`src/design/pbc_pkg.sv`:
```
package pbc_pkg;
    localparam logic [4:0] PBC_ADDR_CONTROL = 5'h00;
    localparam logic [4:0] PBC_ADDR_STATUS = 5'h01;
    localparam int PBC_BIT_RESET = 15;
    localparam int PBC_BIT_LOOPBACK = 14;
    localparam int PBC_BIT_SPEED = 13;
    localparam int PBC_BIT_ANEG_EN = 12;
    localparam int PBC_BIT_POWER_DOWN = 11;
    localparam int PBC_BIT_ISOLATE = 10;
    localparam int PBC_BIT_ANEG_RESTART = 9;
    localparam int PBC_BIT_DUPLEX = 8;
    localparam int PBC_BIT_COL_TEST = 7;
    localparam logic PBC_RST_LOOPBACK = 1'b0;
    localparam logic PBC_RST_POWER_DOWN = 1'b0;
    localparam logic PBC_RST_COL_TEST = 1'b0;
    localparam logic [15:0] PBC_STATUS_CAPS = 16'h6000;
    localparam logic [15:0] PBC_CONTROL_RSVD_MASK = 16'h007f;
    // Internal chip reset pulse length in mclk cycles
    localparam int PBC_CHIP_RST_CYCLES = 4;
endpackage : pbc_pkg

```
`src/design/pbc_ctrl_regs.sv`:
```
// Summary of operation
// [RQ1] Reset and restart-negotiation bits clear themselves once their action is taken.
// [RQ2] Software reset outside power-down resets chip logic and relatches the straps.
// [RQ3] Power-down bit one means power-down mode; zero normal; resets to zero.
// [RQ4] Leaving power-down by reset needs two writes: first clears, second resets.
// [RQ5] Speed bit picks 100 or 10 Mbps; ignored while negotiation enabled.
// [RQ6] Speed bit reset value comes from the latched speed strap.
// [RQ7] Negotiation enabled uses resolved speed and duplex; disabled uses manual bits.
// [RQ8] Negotiation enable reset value comes from the latched negotiation strap.
// [RQ9] Writing one to restart bit restarts negotiation; zero does nothing. Code restarts only if the same write also sets negotiation enable.
// [RQ10] Isolate bit one isolates the PHY from MII; zero is normal.
// [RQ11] Isolate bit reset value comes from the latched isolation strap.
// [RQ12] Duplex bit one full, zero half; reset value inverts duplex strap.
// [RQ13] Collision test bit enables the collision output test; resets to zero.
// [RQ14] Status reads not T4 capable and 100 Mbps full-duplex capable.
// [RQ15] Status reads 100 Mbps half-duplex capable.
// [RQ16] Loop-back bit, reset zero, routes transmit data back to receive.
// [RQ17] Reserved low seven control bits read zero and ignore writes.
`timescale 1ns/1ps
module pbc_ctrl_regs
    import pbc_pkg::*;
(
    input wire logic mclk,
    input wire logic sys_rst,
    // Register port from the management interface engine
    input wire logic reg_wr,
    input wire logic reg_rd,
    input wire logic [4:0] reg_addr,
    input wire logic [15:0] reg_wdata,
    output logic [15:0] reg_rdata,
    output logic reg_rvalid,
    // Strap pins, asynchronous
    input wire logic speed_strap,
    input wire logic negotiation_enable_strap,
    input wire logic isolate_strap,
    input wire logic duplex_strap,
    // Negotiation engine
    input wire logic aneg_done,
    input wire logic aneg_speed_100,
    input wire logic aneg_full_duplex,
    output logic aneg_enable,
    output logic aneg_restart,
    // Operating controls
    output logic chip_rst,
    output logic power_down,
    output logic mii_isolate,
    output logic loopback,
    output logic col_test,
    output logic speed_100,
    output logic full_duplex
);
    localparam logic [2:0] CHIP_RST_LEN = 3'(PBC_CHIP_RST_CYCLES);

    // Strap capture sits at count three, so shorter pulses cannot relatch in time
    if (PBC_CHIP_RST_CYCLES < 3 || PBC_CHIP_RST_CYCLES > 7) begin : g_bad_rst_len
        $error("chip reset length out of range");
    end

    typedef struct packed {
        logic loopback;
        logic speed;
        logic aneg_en;
        logic power_down;
        logic isolate;
        logic duplex;
        logic col_test;
        logic load_straps;
        logic [2:0] rst_cnt;
        logic chip_rst;
        logic aneg_restart;
        logic speed_eff;
        logic duplex_eff;
        logic [15:0] rdata;
        logic rvalid;
    } pbc_ctrl_state_t;

    pbc_ctrl_state_t st_q, st_d;

    logic [3:0] straps_sync;
    logic [3:0] straps;
    logic [15:0] control_view;
    logic sw_reset_wr;
    logic ctrl_wr;

    for (genvar i = 0; i < 4; i++) begin : g_sync
        pbc_sync2 u_sync (
            .mclk(mclk),
            .sys_rst(sys_rst),
            .din(i == 0 ? speed_strap : i == 1 ? negotiation_enable_strap :
                 i == 2 ? isolate_strap : duplex_strap),
            .dout(straps_sync[i])
        );
    end

    // Capture late in the chip reset pulse, once the synchronisers hold the pins
    pbc_strap_latch u_straps (
        .mclk(mclk),
        .sys_rst(sys_rst),
        .capture(st_q.load_straps),
        .straps_sync(straps_sync),
        .straps(straps)
    );

    always_comb begin
        control_view = 16'h0000;
        control_view[PBC_BIT_LOOPBACK] = st_q.loopback;
        control_view[PBC_BIT_SPEED] = st_q.speed;
        control_view[PBC_BIT_ANEG_EN] = st_q.aneg_en;
        control_view[PBC_BIT_POWER_DOWN] = st_q.power_down;
        control_view[PBC_BIT_ISOLATE] = st_q.isolate;
        control_view[PBC_BIT_DUPLEX] = st_q.duplex;
        control_view[PBC_BIT_COL_TEST] = st_q.col_test;
        control_view = control_view & ~PBC_CONTROL_RSVD_MASK; // RQ17
    end

    assign ctrl_wr = reg_wr && (reg_addr == PBC_ADDR_CONTROL);
    assign sw_reset_wr = ctrl_wr && reg_wdata[PBC_BIT_RESET];

    always_comb begin
        st_d = st_q;
        st_d.aneg_restart = 1'b0;
        st_d.rvalid = reg_rd;
        st_d.rdata = 16'h0000;
        if (reg_rd) begin
            if (reg_addr == PBC_ADDR_CONTROL) begin
                // Reset and restart bits always read zero
                st_d.rdata = control_view; // RQ1
            end else if (reg_addr == PBC_ADDR_STATUS) begin
                st_d.rdata = PBC_STATUS_CAPS; // RQ14 RQ15
            end
        end

        // Chip reset pulse, then a strap reload at its end
        st_d.load_straps = 1'b0;
        if (st_q.rst_cnt != 3'd0) begin
            st_d.rst_cnt = st_q.rst_cnt - 3'd1;
            // Last count lowers the pulse so it spans exactly CHIP_RST_LEN cycles
            st_d.chip_rst = (st_q.rst_cnt != 3'd1);
            if (st_q.rst_cnt == 3'd3) begin
                // Latch output is settled before the bits load at pulse end
                st_d.load_straps = 1'b1; // RQ2
            end
        end else begin
            st_d.chip_rst = 1'b0;
        end

        // Strap-derived defaults taken the cycle after the latch updates
        if (st_q.chip_rst && !st_d.chip_rst) begin
            st_d.speed = straps[0]; // RQ6
            st_d.aneg_en = straps[1]; // RQ8
            st_d.isolate = straps[2]; // RQ11
            st_d.duplex = ~straps[3]; // RQ12
            st_d.loopback = PBC_RST_LOOPBACK;
            st_d.col_test = PBC_RST_COL_TEST; // RQ13
            st_d.power_down = PBC_RST_POWER_DOWN; // RQ3
        end

        if (ctrl_wr && !st_q.chip_rst) begin
            if (sw_reset_wr && st_q.power_down) begin
                // First reset write in power-down only leaves power-down
                st_d.power_down = 1'b0; // RQ4
            end else if (sw_reset_wr) begin
                // Self-clearing: the bit is never stored
                st_d.rst_cnt = CHIP_RST_LEN; // RQ1 RQ2 RQ4
                st_d.chip_rst = 1'b1;
            end else begin
                st_d.loopback = reg_wdata[PBC_BIT_LOOPBACK]; // RQ16
                st_d.speed = reg_wdata[PBC_BIT_SPEED];
                st_d.aneg_en = reg_wdata[PBC_BIT_ANEG_EN];
                st_d.power_down = reg_wdata[PBC_BIT_POWER_DOWN]; // RQ3
                st_d.isolate = reg_wdata[PBC_BIT_ISOLATE]; // RQ10
                st_d.duplex = reg_wdata[PBC_BIT_DUPLEX];
                st_d.col_test = reg_wdata[PBC_BIT_COL_TEST]; // RQ13
                // Restart is a one-cycle pulse and never stored
                st_d.aneg_restart = reg_wdata[PBC_BIT_ANEG_RESTART] &&
                                    reg_wdata[PBC_BIT_ANEG_EN]; // RQ9 RQ1
            end
        end

        // Negotiation overrides manual speed and duplex
        if (st_d.aneg_en) begin
            st_d.speed_eff = aneg_done ? aneg_speed_100 : st_q.speed_eff; // RQ5 RQ7
            st_d.duplex_eff = aneg_done ? aneg_full_duplex : st_q.duplex_eff; // RQ7
        end else begin
            st_d.speed_eff = st_d.speed; // RQ5
            st_d.duplex_eff = st_d.duplex; // RQ12
        end
    end

    always_ff @(posedge mclk) begin
        if (sys_rst) begin
            st_q <= '0;
            // Hardware reset runs the same pulse so straps load after release
            st_q.rst_cnt <= CHIP_RST_LEN;
            st_q.chip_rst <= 1'b1;
        end else begin
            st_q <= st_d;
        end
    end

    assign reg_rdata = st_q.rdata;
    assign reg_rvalid = st_q.rvalid;
    assign chip_rst = st_q.chip_rst;
    assign power_down = st_q.power_down; // RQ3
    assign mii_isolate = st_q.isolate; // RQ10
    assign loopback = st_q.loopback; // RQ16
    assign col_test = st_q.col_test; // RQ13
    assign aneg_enable = st_q.aneg_en; // RQ7
    assign aneg_restart = st_q.aneg_restart; // RQ9
    assign speed_100 = st_q.speed_eff;
    assign full_duplex = st_q.duplex_eff;
endmodule : pbc_ctrl_regs

```
`src/design/pbc_strap_latch.sv`:
```
`timescale 1ns/1ps
module pbc_strap_latch (
    input wire logic mclk,
    input wire logic sys_rst,
    input wire logic capture,
    input wire logic [3:0] straps_sync,
    output logic [3:0] straps
);
    typedef struct packed {
        logic [3:0] val;
    } pbc_strap_state_t;
    pbc_strap_state_t st_q, st_d;
    always_comb begin
        st_d = st_q;
        if (capture) begin
            st_d.val = straps_sync;
        end
    end
    always_ff @(posedge mclk) begin
        if (sys_rst) begin
            st_q <= '0;
        end else begin
            st_q <= st_d;
        end
    end
    assign straps = st_q.val;
endmodule : pbc_strap_latch

```
`src/design/pbc_sync2.sv`:
```
`timescale 1ns/1ps
module pbc_sync2 (
    input wire logic mclk,
    input wire logic sys_rst,
    input wire logic din,
    output logic dout
);
    typedef struct packed {
        logic s1;
        logic s2;
    } pbc_sync_state_t;
    pbc_sync_state_t st_q, st_d;
    always_comb begin
        st_d.s1 = din;
        st_d.s2 = st_q.s1;
    end
    always_ff @(posedge mclk) begin
        if (sys_rst) begin
            st_q <= '0;
        end else begin
            st_q <= st_d;
        end
    end
    assign dout = st_q.s2;
endmodule : pbc_sync2

```
`config.mk`:
```
export PLATFORM = sky130hd
export DESIGN_NAME = pbc_ctrl_regs
export DESIGN_NICKNAME = d
export VERILOG_FILES = /design/src/design/pbc_pkg.sv /design/src/design/pbc_ctrl_regs.sv /design/src/design/pbc_strap_latch.sv /design/src/design/pbc_sync2.sv
export SDC_FILE = /design/constraint.sdc
export NUM_CORES = 1
export LEC_CHECK = 0
export BUFFER_PORTS_ARGS = -buffer_cell sky130_fd_sc_hd__buf_4
export CORE_ASPECT_RATIO = 0.6
export CORE_UTILIZATION = 49
export DETAILED_ROUTE_END_ITERATION = 7
export PLACE_DENSITY = 0.9
export SLEW_MARGIN = 20
export SYNTH_ARGS = -nofsm -noshare
export SYNTH_HDL_FRONTEND = slang
export SYNTH_SLANG_ARGS = --single-unit
```
`constraint.sdc`:
```
create_clock -name mclk -period 3.3 [get_ports mclk]
set_clock_uncertainty 0.05 [all_clocks]
set_input_delay 0.825 -clock mclk [delete_from_list [all_inputs] [get_ports mclk]]
set_output_delay 0.825 -clock mclk [all_outputs]
set_load 0.02 [all_outputs]
```
==> results.yml <==
outcome:
  outcome: "finished clean"
critical_path:
  worst-setup-path-type: "in -> reg"
  r2r_start: "chip_rst"
  rrSetupSlack_ns: 1.58
  r2r-end: "speed_100"
  start_kind: "primary input"
  arrival_ns: 2.22
  critical_path.endpoint_type: "flop"
  critPathMaxFanout: 9
  cp.required_ns: 3.46
  reg2reg_depth: 4
placement:
  dp_hpwl_mm: 2.03
  gp_congestion: 0.733
  port_buffers: 41
floorplan:
  die_h_um: 44.2
  core_area_sq_um: 2660
  start_util: 0.547
  num_rows: 14
  ios: 58
  die_w_um: 72.4
  die-area_sq_um: 3200
power:
  vdd_drop_max_v: 0.000353
  powerDensity_nw_per_um2: 554
  p_leak_nw: 0.844
  fin_total_pwr_w: 0.000996
hold_path:
  hp-class: "reg -> reg"
  whs_path_depth: 1
  min_from: "g_sync[0].u_sync.st_d[0]"
  hold_path_end: "g_sync[0].u_sync.dout"
sta:
  whs_ns: 0.388
  finalSetupViolations: 0
  final.setup.tns_ns: 0
  period_share: 0.626
  finalHoldViolations: 0
  final_max_slew_viol_count: 0
  max_freq_ghz: 0.484
  rsz0062_at_grt: "no"
  fin_crit_ns: 2.06
grt:
  grt_pass1_vias: 970
  gr-total-overflow: 0
  antenna_found_initial: 0
  grt_pass1_wl_mm: 4.18
  grt_max_degree: 26
  grt_usage: 0.185
logic_synthesis:
  yosys-top-cells-count: "dfxtp_1 (35), nor2_1 (18), buf_4 (16)"
  yosys.cell_types.count: 30
  synth_edf_count: 0
  synth_top_cell_by_area: "dfxtp_1"
  yosys_warnings: 0
  ys_ff_latch: 35
  synth.most_common_cell: "dfxtp_1"
  yosysTopAreaCellShare: 0.481
  ys_seq_area_frac: 0.481
  synth_async_sr_flop_share: 0
  syn_area_sq_um: 1460
  ys_top_cells_by_area: "dfxtp_1 (48%), mux2i_1 (8.2%), buf_4 (8.2%)"
  yosys_most_used_dff: "dfxtp_1"
  synth_area_per_cell_sq_um: 10.5
  syn_inst: 139
routing:
  routed_wl_mm: 2.71
  drc: 0
  drtIter0Drc: 13
  ant_nets: 0
  vias_per_cell: 4.66
  first_pass_iters: 4
  num_vias: 1011
  wl_per_cell_um: 12.5
clocking:
  ctsHoldBuffers: 0
  cts_tree: "built"
  cts.path.max_buffers: 2
  numCtsBuffers: 5
  htreeDepth: 2
  clock_latency_ns: 0.29
  clk_pin_slew_ns: 0.07
  cts-root-buf: "clkbuf_8"
  post_cts_buffers: 0
  cts_resized: 0
  cts.sinks: 35
layout:
  area_delta_synth_final_pct: 23.4
  post-route-util: 0.675
  ff_latch_area_sq_um: 701
  final_layout_size_suffix_gt1_frac: 0.350
  diodes: 0
  n_fill_cell: 223
  multi_input_area_sq_um: 636
  nets: 211
flow_run:
  cap_violations: 0
-- where the power goes --
group | switching (W) | total (W) | internal (W)
sequential | 0.0000338 | 0.000490 | 0.000456
combinational | 0.000105 | 0.000211 | 0.000107
clock | 0.000150 | 0.000294 | 0.000144
-- how the worst max path moves through the flow --
stage | startpoint | end | depth (start not counted)
after detailed placement | reg_addr[4] | speed_100 | 5
final | reg_addr[4] | speed_100 | 5
after CTS | reg_addr[4] | speed_100 | 5
after global placement | reg_addr[4] | speed_100 | 5
after floorplan | reg_addr[4] | speed_100 | 4
after global routing | reg_addr[4] | speed_100 | 5
-- placed cells by master (no fill, tap or decap), types with 2 or more instances in the layout --
| cell type | synthesis | final |
|---|---|---|
| a31oi_1 | 3 | 3 |
| clkbuf_8 | 0 | 5 |
| mux2i_1 | 12 | 12 |
| nand2_1 | 6 | 6 |
| a221oi_2 | 2 | 2 |
| dfxtp_1 | 35 | 35 |
| and2b_2 | 2 | 2 |
| nor3_1 | 3 | 3 |
| ha_1 | 3 | 3 |
| buf_4 | 16 | 41 |
| inv_1 | 5 | 5 |
| conb_1 | 1 | 9 |
| and2_1 | 4 | 4 |
| nor2_1 | 18 | 18 |
| mux2_2 | 3 | 3 |
| nor2b_1 | 9 | 9 |
| clkinv_2 | 0 | 3 |
-- through the flow --
stage               cells  setup WS [ns]  instance area, sq um
global route          217           1.19                  1800
finish                217           1.24                  1800
global placement      209          0.999                  1710
CTS                   217           1.24                  1800
floorplan             147           1.24                  1490
detailed placement    209          0.942                  1710
-- registers in the layout, summed over array words and instances (netlist names) --
register            cells
mii_isolate             1
chip_rst                1
control_view            2
g_sync.u_sync.st_d      4
power_down              1
u_straps.straps         4
reg_rdata               7
loopback                1
aneg_enable             1
g_sync.u_sync.dout      4
st_q                    4
reg_rvalid              1
aneg_restart            1
full_duplex             1
col_test                1
speed_100               1
-- cell type report --
| cell class | count | area share |
|---|---|---|
| flip-flops and latches | 35 | 0.390 |
| multi-input cells | 88 | 0.354 |
| clock buffers | 5 | 0.0383 |
| inverters | 5 | 0.0104 |
| repair buffers | 41 | 0.171 |
| clock inverters | 3 | 0.00836 |
| well taps | 40 | 0.0279 |
-- routing by layer --
layer  wire, um  vias to the layer above  GRT usage
met5          0                        -          0
met4         56                        0      0.106
met3        175                        7     0.0638
met2       1240                       39      0.325
met1       1250                      457      0.199
li1           -                      508          -
-- logic make-up (layout without fill, tap and decap cells) --
group	after synthesis	after routing	synth area share
other	1	9	0.00257
muxes	16	16	0.116
DFF	35	35	0.481
xor gates and xnor gates	1	1	0.00601
adders and majority gates	3	3	0.0258
buffers and inverters	24	54	0.103
and+or+nand+nor	51	51	0.216
AOI/OAI and AO/OA	8	8	0.0490
-- critical path, cell delays in order --
cell and delay (ns):
buf_4 0.12, nor4_4 0.46, nand2_4 0.19, mux2_4 0.36, a221oi_2 0.26
(Power assumes the default switching activity.)
